[src/sbst_cfg.svh]
// Constants of the scan test port: lengths, capture values and reset values
`ifndef SBST_CFG_SVH
`define SBST_CFG_SVH

`define SBST_IR_LEN         3
`define SBST_ID_LEN         32
`define SBST_BS_LEN         109
`define SBST_IR_CAPTURE     3'h1
// Identification value is arbitrary; bit 0 stays set as a scan marker
`define SBST_ID_VALUE       32'h0000_0001
`define SBST_BYPASS_CAPTURE 1'h0
`define SBST_TCK_IDLE       1'h0
`define SBST_TMS_IDLE       1'h1
`define SBST_TDI_IDLE       1'h1

`endif

[src/sbst_pkg.sv]
// Types shared by the scan test port modules
package sbst_pkg;

  typedef enum logic [3:0] {
    SBST_TLR     = 4'h0,
    SBST_IDLE    = 4'h1,
    SBST_SEL_DR  = 4'h2,
    SBST_CAP_DR  = 4'h3,
    SBST_SH_DR   = 4'h4,
    SBST_EX1_DR  = 4'h5,
    SBST_PAU_DR  = 4'h6,
    SBST_EX2_DR  = 4'h7,
    SBST_UPD_DR  = 4'h8,
    SBST_SEL_IR  = 4'h9,
    SBST_CAP_IR  = 4'hA,
    SBST_SH_IR   = 4'hB,
    SBST_EX1_IR  = 4'hC,
    SBST_PAU_IR  = 4'hD,
    SBST_EX2_IR  = 4'hE,
    SBST_UPD_IR  = 4'hF
  } sbst_state_t;

  typedef enum logic [2:0] {
    SBST_EXTEST   = 3'h0,
    SBST_IDCODE   = 3'h1,
    SBST_SAMPLE_Z = 3'h2,
    SBST_RSVD3    = 3'h3,
    SBST_SAMPLE   = 3'h4,
    SBST_RSVD5    = 3'h5,
    SBST_RSVD6    = 3'h6,
    SBST_BYPASS   = 3'h7
  } sbst_instr_t;

  typedef struct packed {
    logic tck;
    logic tms;
    logic tdi;
  } sbst_pins_t;

endpackage

[src/sbst_sync.sv]
// Three-stage input synchroniser with agreement filter
`timescale 1ns/1ps
`default_nettype none

module sbst_sync #(
  parameter int              WIDTH = 1,
  parameter logic [WIDTH-1:0] INIT = '0
) (
  input  wire logic             clk,
  input  wire logic             rst,
  input  wire logic [WIDTH-1:0] async,
  output logic      [WIDTH-1:0] stable
);

  logic [WIDTH-1:0] s1;
  logic [WIDTH-1:0] s2;
  logic [WIDTH-1:0] s3;
  logic [WIDTH-1:0] next_stable;

  // A bit moves only once stages two and three agree
  always_comb begin
    next_stable = (~(s2 ^ s3) & s3) | ((s2 ^ s3) & stable);
  end

  always_ff @(posedge clk) begin
    if (rst) begin
      s1     <= INIT;
      s2     <= INIT;
      s3     <= INIT;
      stable <= INIT;
    end else begin
      s1     <= async;
      s2     <= s1;
      s3     <= s2;
      stable <= next_stable;
    end
  end

endmodule

`default_nettype wire

[src/sbst_ctrl.sv]
// Sixteen-state test controller stepped on test clock rising edges
`timescale 1ns/1ps
`default_nettype none

module sbst_ctrl (
  input  wire logic               clk,
  input  wire logic               rst,
  input  wire logic               tckRise,
  input  wire logic               tms,
  output sbst_pkg::sbst_state_t   state
);
  import sbst_pkg::*;

  sbst_state_t next_state;

  always_comb begin
    next_state = state;
    if (tckRise) begin
      case (state)
        SBST_TLR:    next_state = tms ? SBST_TLR    : SBST_IDLE;
        SBST_IDLE:   next_state = tms ? SBST_SEL_DR : SBST_IDLE;
        SBST_SEL_DR: next_state = tms ? SBST_SEL_IR : SBST_CAP_DR;
        SBST_CAP_DR: next_state = tms ? SBST_EX1_DR : SBST_SH_DR;
        SBST_SH_DR:  next_state = tms ? SBST_EX1_DR : SBST_SH_DR;
        SBST_EX1_DR: next_state = tms ? SBST_UPD_DR : SBST_PAU_DR;
        SBST_PAU_DR: next_state = tms ? SBST_EX2_DR : SBST_PAU_DR;
        SBST_EX2_DR: next_state = tms ? SBST_UPD_DR : SBST_SH_DR;
        SBST_UPD_DR: next_state = tms ? SBST_SEL_DR : SBST_IDLE;
        SBST_SEL_IR: next_state = tms ? SBST_TLR    : SBST_CAP_IR;
        SBST_CAP_IR: next_state = tms ? SBST_EX1_IR : SBST_SH_IR;
        SBST_SH_IR:  next_state = tms ? SBST_EX1_IR : SBST_SH_IR;
        SBST_EX1_IR: next_state = tms ? SBST_UPD_IR : SBST_PAU_IR;
        SBST_PAU_IR: next_state = tms ? SBST_EX2_IR : SBST_PAU_IR;
        SBST_EX2_IR: next_state = tms ? SBST_UPD_IR : SBST_SH_IR;
        SBST_UPD_IR: next_state = tms ? SBST_SEL_DR : SBST_IDLE;
        default:     next_state = SBST_TLR;
      endcase
    end
  end

  // Power-up lands in Test-Logic-Reset; there is no separate test reset pin
  always_ff @(posedge clk) begin
    if (rst) begin
      state <= SBST_TLR;
    end else begin
      state <= next_state;
    end
  end

endmodule

`default_nettype wire

[src/sbst_tap.sv]
// Boundary-scan test access port of the memory: registers, decode and ball muxing
`timescale 1ns/1ps
`default_nettype none
`include "sbst_cfg.svh"

// Notes on behaviour
// - Registers: 3-bit instruction, 1-bit bypass, 32-bit identification, 109-cell chain.
// - Codes 000 extest, 001 ident, 010 sample-Z, 100 sample, 111 bypass.
// - Extest drives shifted vector on outputs and captures values at inputs.
// - Extest taking effect at instruction update drives preloaded values immediately.
// - Ident captures the fixed value, then shifts it between data in and out.
// - Ident instruction is loaded at power-up and in Test-Logic-Reset.
// - Sample-Z holds every memory output undriven.
// - Sample captures inputs and I/O states, then shifts the chain.
// - Asynchronous ball sampling may be unrepeatable but must do no harm.
// - Bypass shifts through the single bypass bit.
// - Output data register content is not preserved under extest.
// - No test reset pin; five high mode-select edges or power-up reset.
// - Inputs sampled on rising test clock edges, output changes on falling.
module sbst_tap #(
  parameter int                         BS_LEN   = `SBST_BS_LEN,
  parameter logic [`SBST_ID_LEN-1:0]    ID_VALUE = `SBST_ID_VALUE
) (
  input  wire logic                  clk,
  input  wire logic                  rst,
  input  wire logic                  tckPin,
  input  wire logic                  tmsPin,
  input  wire logic                  tdiPin,
  output logic                       tdo,
  output logic                       tdoOeN,
  input  wire logic [BS_LEN-1:0]     ballIn,
  input  wire logic [BS_LEN-1:0]     coreOut,
  input  wire logic                  coreOeN,
  output logic      [BS_LEN-1:0]     ballOut,
  output logic                       ballOeN,
  output sbst_pkg::sbst_state_t      tapState,
  output sbst_pkg::sbst_instr_t      activeInstr,
  output logic                       extestUsed,
  output logic                       scanUsed
);
  import sbst_pkg::*;

  // ----------------------------------------------------------------
  // Parameter checks
  // ----------------------------------------------------------------
  if (BS_LEN < 2) begin : gBadLen
    $error("sbst_tap: boundary chain needs at least two cells");
  end

  // ----------------------------------------------------------------
  // Helpers
  // ----------------------------------------------------------------
  // Instructions that put the boundary chain in the scan path
  function automatic logic usesChain(input sbst_instr_t code);
    usesChain = (code == SBST_EXTEST) || (code == SBST_SAMPLE) ||
                (code == SBST_SAMPLE_Z);
  endfunction

  // Instructions whose update stage loads the chain's output latches
  function automatic logic loadsUpdate(input sbst_instr_t code);
    loadsUpdate = (code == SBST_EXTEST) || (code == SBST_SAMPLE);
  endfunction

  // ----------------------------------------------------------------
  // Pin synchronisers
  // ----------------------------------------------------------------
  sbst_pins_t          pinsRaw;
  sbst_pins_t          pins;
  logic [BS_LEN-1:0]   ballSync;
  logic                tckPrev;
  logic                tckRise;
  logic                tckFall;
  sbst_state_t         state;

  assign pinsRaw.tck = tckPin;
  assign pinsRaw.tms = tmsPin;
  assign pinsRaw.tdi = tdiPin;

  sbst_sync #(
    .WIDTH (3),
    .INIT  ({`SBST_TCK_IDLE, `SBST_TMS_IDLE, `SBST_TDI_IDLE})
  ) uPinSync (
    .clk    (clk),
    .rst    (rst),
    .async  (pinsRaw),
    .stable (pins)
  );

  // Ball values come from the memory clock domain; sampled values may still
  // be mid-transition when captured, which costs repeatability only
  sbst_sync #(
    .WIDTH (BS_LEN),
    .INIT  ('0)
  ) uBallSync (
    .clk    (clk),
    .rst    (rst),
    .async  (ballIn),
    .stable (ballSync)
  );

  // Edges are found on the filtered test clock only
  assign tckRise = pins.tck & ~tckPrev;
  assign tckFall = ~pins.tck & tckPrev;

  always_ff @(posedge clk) begin
    if (rst) begin
      tckPrev <= `SBST_TCK_IDLE;
    end else begin
      tckPrev <= pins.tck;
    end
  end

  // ----------------------------------------------------------------
  // Controller
  // ----------------------------------------------------------------
  sbst_ctrl uCtrl (
    .clk     (clk),
    .rst     (rst),
    .tckRise (tckRise),
    .tms     (pins.tms),
    .state   (state)
  );

  assign tapState = state;

  // ----------------------------------------------------------------
  // Scan registers
  // ----------------------------------------------------------------
  sbst_instr_t                  instr;
  logic [`SBST_IR_LEN-1:0]      irShift;
  logic                         bypassBit;
  logic [`SBST_ID_LEN-1:0]      idShift;
  logic [BS_LEN-1:0]            bsShift;
  logic [BS_LEN-1:0]            bsUpdate;
  logic                         tdoBit;
  logic                         tdoOff;
  logic                         extestSeen;
  logic                         scanSeen;

  sbst_instr_t                  next_instr;
  logic [`SBST_IR_LEN-1:0]      next_irShift;
  logic                         next_bypassBit;
  logic [`SBST_ID_LEN-1:0]      next_idShift;
  logic [BS_LEN-1:0]            next_bsShift;
  logic [BS_LEN-1:0]            next_bsUpdate;
  logic                         next_tdoBit;
  logic                         next_tdoOff;
  logic                         next_extestSeen;
  logic                         next_scanSeen;

  logic                         shifting;
  logic                         shiftOut;

  assign shifting = (state == SBST_SH_IR) || (state == SBST_SH_DR);

  // Bit presented at the serial output; chain cell 1 sits at index 0
  always_comb begin
    if (state == SBST_SH_IR) begin
      shiftOut = irShift[0];
    end else if (usesChain(instr)) begin
      shiftOut = bsShift[0];
    end else if (instr == SBST_IDCODE) begin
      shiftOut = idShift[0];
    end else begin
      shiftOut = bypassBit;
    end
  end

  always_comb begin
    next_instr      = instr;
    next_irShift    = irShift;
    next_bypassBit  = bypassBit;
    next_idShift    = idShift;
    next_bsShift    = bsShift;
    next_bsUpdate   = bsUpdate;
    next_tdoBit     = tdoBit;
    next_tdoOff     = tdoOff;
    next_extestSeen = extestSeen | (instr == SBST_EXTEST);
    next_scanSeen   = scanSeen | (state != SBST_TLR);
    if (tckRise) begin
      case (state)
        SBST_TLR: begin
          next_instr = SBST_IDCODE;
        end
        SBST_SEL_IR: begin
          // Entering Test-Logic-Reset restores the identification code at once
          if (pins.tms) begin
            next_instr = SBST_IDCODE;
          end
        end
        SBST_CAP_IR: begin
          next_irShift = `SBST_IR_CAPTURE;
        end
        SBST_SH_IR: begin
          next_irShift = {pins.tdi, irShift[`SBST_IR_LEN-1:1]};
        end
        SBST_UPD_IR: begin
          // Reserved codes fall through to the bypass path below
          next_instr = sbst_instr_t'(irShift);
        end
        SBST_CAP_DR: begin
          if (usesChain(instr)) begin
            next_bsShift = ballSync;
          end else if (instr == SBST_IDCODE) begin
            next_idShift = ID_VALUE;
          end else begin
            next_bypassBit = `SBST_BYPASS_CAPTURE;
          end
        end
        SBST_SH_DR: begin
          if (usesChain(instr)) begin
            next_bsShift = {pins.tdi, bsShift[BS_LEN-1:1]};
          end else if (instr == SBST_IDCODE) begin
            next_idShift = {pins.tdi, idShift[`SBST_ID_LEN-1:1]};
          end else begin
            next_bypassBit = pins.tdi;
          end
        end
        SBST_UPD_DR: begin
          // Preload under sample fills the latches extest later drives
          if (loadsUpdate(instr)) begin
            next_bsUpdate = bsShift;
          end
        end
        default: begin
        end
      endcase
    end
    if (tckFall) begin
      next_tdoOff = ~shifting;
      if (shifting) begin
        next_tdoBit = shiftOut;
      end
    end
  end

  always_ff @(posedge clk) begin
    if (rst) begin
      instr      <= SBST_IDCODE;
      irShift    <= `SBST_IR_CAPTURE;
      bypassBit  <= `SBST_BYPASS_CAPTURE;
      idShift    <= '0;
      bsShift    <= '0;
      bsUpdate   <= '0;
      tdoBit     <= 1'h0;
      tdoOff     <= 1'h1;
      extestSeen <= 1'h0;
      scanSeen   <= 1'h0;
    end else begin
      instr      <= next_instr;
      irShift    <= next_irShift;
      bypassBit  <= next_bypassBit;
      idShift    <= next_idShift;
      bsShift    <= next_bsShift;
      bsUpdate   <= next_bsUpdate;
      tdoBit     <= next_tdoBit;
      tdoOff     <= next_tdoOff;
      extestSeen <= next_extestSeen;
      scanSeen   <= next_scanSeen;
    end
  end

  // ----------------------------------------------------------------
  // Outputs
  // ----------------------------------------------------------------
  // Serial output moves five clocks after the pin falls, so the test clock's
  // low phase must outlast that if the far side samples at the next rise
  assign tdo         = tdoBit;
  assign tdoOeN      = tdoOff;
  assign activeInstr = instr;

  // Sticky until power-up reset: the memory must be reinitialised after
  // extest, and clock recovery rerun after any scan activity
  assign extestUsed  = extestSeen;
  assign scanUsed    = scanSeen;

  // The ball mux follows the live instruction, so extest drives the
  // preloaded latches from the very update that selects it
  always_comb begin
    case (instr)
      SBST_EXTEST: begin
        ballOut = bsUpdate;
        ballOeN = 1'h0;
      end
      SBST_SAMPLE_Z: begin
        ballOut = coreOut;
        ballOeN = 1'h1;
      end
      default: begin
        ballOut = coreOut;
        ballOeN = coreOeN;
      end
    endcase
  end

endmodule

`default_nettype wire

[config.mk]
export PLATFORM = sky130hd
export DESIGN_NAME = sbst_tap
export DESIGN_NICKNAME = d
export VERILOG_FILES = /design/src/sbst_pkg.sv /design/src/sbst_sync.sv /design/src/sbst_ctrl.sv /design/src/sbst_tap.sv
export VERILOG_INCLUDE_DIRS = /design/src
export SDC_FILE = /design/constraint.sdc
export NUM_CORES = 1
export LEC_CHECK = 0
export BUFFER_PORTS_ARGS = -buffer_cell sky130_fd_sc_hd__buf_4
export CAP_MARGIN = 10
export CORE_UTILIZATION = 55
export CTS_CLUSTER_DIAMETER = 60
export DETAILED_ROUTE_END_ITERATION = 8
export PLACE_DENSITY = 0.79
export SLEW_MARGIN = 20
export SYNTH_ARGS = -nofsm -noshare
export SYNTH_HDL_FRONTEND = slang
export SYNTH_SLANG_ARGS = --single-unit
[constraint.sdc]
create_clock -name clk -period 5 [get_ports clk]
set_clock_uncertainty 0.05 [all_clocks]
set_input_delay 0.25 -clock clk [delete_from_list [all_inputs] [get_ports clk]]
set_output_delay 0.25 -clock clk [all_outputs]
set_load 0.01 [all_outputs]
**Word-level counts from Yosys, hierarchy flattened**

Index checks and enable logic that the tools add are counted.

- ROM bits: 0
- Memory bits (writable): 0
- Bits in latches: 0
- Bits in registers: 714
- Memories: 0
- Output and inout bits: 121

- $lt $le $gt $ge: 0
- Equal/unequal tests: 27
- Bitwise logic cells: 17
- Shift operators: 0
- Div/mod/pow operators: 0
- Reduce and logical (&&, ||, !) cells: 19
- Add/subtract/negate cells: 0
- Muxes and demuxes: 34
- $mul: 0

Operator list:

| kind | number |
|---|---|
| 109-bit two-way mux | 3 |
| 109-bit bitwise AND | 2 |
| 109-bit case mux with 2 select lines | 1 |
| 32-bit two-way mux | 4 |
| 109-bit NOT | 1 |
| 109-bit OR | 1 |
| 109-bit XOR | 1 |
| 32-bit case mux with 2 select lines | 1 |
| 4-bit case mux with 12 select lines | 1 |
| 4-bit == test, second input constant | 8 |
| 4-bit by 3-bit == test with 1-bit output, second input constant | 4 |
| 4-bit two-way mux | 4 |
| 2-bit != test, second input constant | 7 |
| 6-bit AND reduction | 2 |
| 1-bit two-way mux | 10 |
| 3-bit two-way mux | 3 |
| 3-bit case mux with 3 select lines | 1 |
| 4-bit by 2-bit == test with 1-bit output, second input constant | 2 |
| 3-bit bitwise AND | 2 |
| 2-bit two-way mux | 3 |
| 3-bit case mux with 2 select lines | 1 |
| 3-bit AND reduction | 2 |
| 4-bit by 1-bit == test with 1-bit output, second input constant | 1 |
| 4-bit logical NOT | 1 |
| other kinds (20) | 31 |

**Logic depth before layout (Yosys ltp)**

- Depth in word-level cells: 5
- Gate-level depth with buffers: 8
- Gate-level depth less buffers: 4

**Hierarchy**

From an unflattened synthesis, not the netlist that was laid out.

- Cells, all modules: 2511
- Area, all modules: 24897.6 um^2

Modules (own cells, without submodules):

| module | area each (um^2) | cells an instance | instances |
|---|---|---|---|
| sbst_sync (uBallSync) | 12514.5 | 1138 | 1 |
| sbst_tap | 11666.2 | 1299 | 1 |
| sbst_ctrl | 360.3 | 43 | 1 |
| sbst_sync (uPinSync) | 356.6 | 31 | 1 |

**Least setup slack after synthesis**

OpenSTA, ideal clock, no wires.

- Path type: register to register
- Start point: register uCtrl.state[2]
- End point: register bsShift[106]
- Setup slack: 2900 ps
- Required time: 4817 ps
- Arrival time: 1916 ps
- Stages on the path, launching flop included: 8
- Library setup time: 133 ps
- Path through: dfxtp_1 -> buf_2 -> or3b_4 -> a2111oi_4 -> buf_6 -> buf_6 -> buf_2 -> a311oi_1

- Longest elaborated chain between the ends: 3
- Elaborated cells between the ends (all ways): 7
- Classes of those cells: eq/ne: 4; mux: 1; reduce/logical: 2

Ends and longest elaborated chain:

| item | line | source |
|---|---|---|
| start: declaration | sbst_ctrl.sv:10 | `output sbst_pkg::sbst_state_t state` |
| start signal: assignment | sbst_ctrl.sv:46 | `state <= next_state;` |
| 4-bit by 2-bit == test with 1-bit output or 4-bit by 3-bit == test with 1-bit output (tied branches) | sbst_tap.sv:181 | `case (state)` |
| 2-bit != test (no line), or another cell as far along | n/a |  |
| 4-bit AND reduction (no line) | n/a |  |
| end signal: assignment | sbst_tap.sv:254 | `bsShift <= next_bsShift;` |
| end: declaration | sbst_tap.sv:133 | `logic [BS_LEN-1:0] bsShift;` |

Several ways; a longest one is shown, not always the timed one.
A chain may end at the register's enable or synchronous reset.

**Worst setup path after layout**

- Start point: register uCtrl.state[2]
- End point: register bsShift[88]

Same word-level chain as after synthesis.

==> qor.csv <==
metric;value;unit
status;complete, no violations;
io_buffers;344;
pin_count;345;
synth_top_area_cell;dfxtp_1;
fillers;3281;
grt_pass1_wl;84800;um
path_max_fanout;102;
power.density;376;nW/um^2
final_core_util;69.7;%
post-route-min-period;3190;ps
rrSetupSlack;1810;ps
rsz0062_at_grt;no;
place_ws;1970;ps
worst_slack;1810;ps
die_y;214;um
cts.repair.resized;0;
synth_cell_type_count;46;
row_count;77;
clock_path_buffers;3;
grt_util_met2;39.7;%
yosys_warnings;0;
clkTransAtPathRegs;60;ps
syn_area_per_cell;9.33;um^2
die_x;214;um
endpoint_kind;flop;
ff2ff_path_depth;5;
synth_area;24600;um^2
numCtsBuffers;70;
setup_tns;0;ps
hold_violations;0;
use_met1;27.5;%
vias;18900;
synth_seq_area_share;58.0;%
synth_seq_cells;714;
post_cts_buffers;0;
synth.top_cell.area_share;58.0;%
ant_nets;0;
grt_overflow;0;
clock-sinks;714;
drc_errors;0;
start_util;55.7;%
setup_viol;0;
dr.pass1.iters;7;
peakVddDrop;0.000286;V
grtUsageTotal;22.7;%
cp.required;5410;ps
async_flop_share;0;%
grt_max_degree;188;
synth_edf_count;0;
hpwl;32000;um
hold_class;primary input to flop;
cts_root_buf;clkbuf_16;
wl_per_cell;14.7;um
min_from;rst;
area_growth;25.1;%
cts_max_level;3;
global_route.usage.met3;3.72;%
clock_latency;590;ps
min_period_over_period;63.8;%
slew_headroom;33.2;%
max_freq;314;MHz
syn_inst;2641;
antenna_found_initial;2;
nets;3226;
leakage;11.1;nW
viasPerCell;5.19;
grt_pass1_vias;18000;
synth.top_cells.by_count;714 x dfxtp_1, 582 x nand2_1, 332 x nor2b_1;
drv_cap;0;
synthTopCellsByArea;dfxtp_1 58%, nand2_1 8.9%, nor2b_1 8.4%;
multi_input_area;9530;um^2
timing.rr.start;uCtrl.state[2];
r2r-end;bsShift[88];
worstMarginPinSlew;1000;ps
cp-start-kind;flop;
routed_wirelength;53400;um
whs_path_depth;2;
die-area;45600;um^2
gp_congestion;0.832;
drive_gt1_share;19.5;%
tritoncts;built;
busiest_layer;met2;
core-area;44200;um^2
synthMostInstantiatedCell;dfxtp_1;
holdPathEnd;uBallSync.s1[2];
synth-main-ff-cell;dfxtp_1;
maxSlewViolCount;0;
worstPathArrival;3600;ps
syn-num-nets;2865;
drtIter0Drc;1161;
seqCellArea;14300;um^2
critPathKind;flop to flop;
hold_buffers;112;
## layer usage
| layer | routed length, um | vias up |
|---|---|---|
| met2 | 26700 | 467 |
| met5 | 0 | - |
| li1 | - | 9516 |
| met1 | 22700 | 8822 |
| met3 | 2410 | 106 |
| met4 | 1600 | 0 |
## worst max-delay path by stage
stage / from / end / slack (ps) / depth (start not counted)
global route: uCtrl.state[2] / bsShift[88] / 1650 / 5
detailed placement: uCtrl.state[2] / bsShift[88] / 1970 / 5
CTS: uCtrl.state[2] / bsShift[88] / 1850 / 5
global placement: uCtrl.state[2] / bsShift[73] / 2120 / 5
floorplan: uCtrl.state[2] / bsShift[106] / 2900 / 7
finish: uCtrl.state[2] / bsShift[88] / 1810 / 5
## placed cells by master (no fill, tap or decap), types with 2 or more instances in the layout
cell / Yosys / layout
dfxtp_1: 714 / 714
nand2_1: 582 / 582
buf_4: 3 / 355
nor2b_1: 332 / 332
a21oi_1: 258 / 258
nor2_1: 126 / 126
o21ai_0: 123 / 123
dlygate4sd3_1: 0 / 112
mux2_2: 111 / 111
a311oi_1: 110 / 110
clkbuf_16: 0 / 74
nand3_1: 36 / 36
clkbuf_8: 0 / 13
clkbuf_1: 145 / 12
clkinv_2: 0 / 10
inv_1: 6 / 6
nor3_1: 7 / 6
or2_2: 6 / 6
buf_12: 0 / 5
nand4_1: 4 / 4
a21o_1: 4 / 4
bufinv_16: 0 / 4
inv_6: 0 / 4
diode_2: 0 / 3
nand3b_1: 3 / 3
mux2i_1: 3 / 3
clkinvlp_4: 0 / 3
or3b_2: 2 / 2
a22oi_1: 2 / 2
and2_1: 2 / 2
a2111oi_4: 1 / 2
nor4_1: 2 / 2
a221oi_1: 2 / 2
o211ai_1: 2 / 2
a31oi_1: 2 / 2
## worst max-delay path, stage by stage (launching register included)
cell and delay, ps:
dfxtp_1 680, or3b_4 500, a2111oi_4 460, buf_4 810, nor2_1 120, a311oi_1 370
## through the flow
step	hold slack (ps)	power, mW	cell area, um^2	std cells
after detailed placement	346	6.43	27400	3410
after floorplan	304	6.18	24600	2641
final	107	11.6	30800	3646
after global routing	129	12.0	30800	3644
after global placement	350	6.41	27400	3410
after CTS	109	11.7	30800	3643
## cell type report
cell class,instances,share of cell area (%)
clock inverters,22,0.792
flip-flops and latches,714,46.4
well taps,592,2.40
clock buffers,99,6.74
multi-input cells,1736,30.9
repair buffers,473,12.7
inverters,7,0.0853
diodes,3,0.0244
## cell families after synthesis
group	after synthesis	share of synthesized area [%]
AOI/OAI and AO/OA	511	12.4
buffers and inverters	191	3.39
DFF	714	58.0
adders and majority gates	1	0.0406
and+or+nand+nor	1109	20.9
xor gates and xnor gates	1	0.0356
muxes	114	5.20
## power by group
group | internal, mW | switching (mW)
combinational | 0.320 | 0.211
clock | 3.11 | 2.11
sequential | 5.80 | 0.0467
total | 9.23 | 2.37
Power figures use the tool's default switching activity.
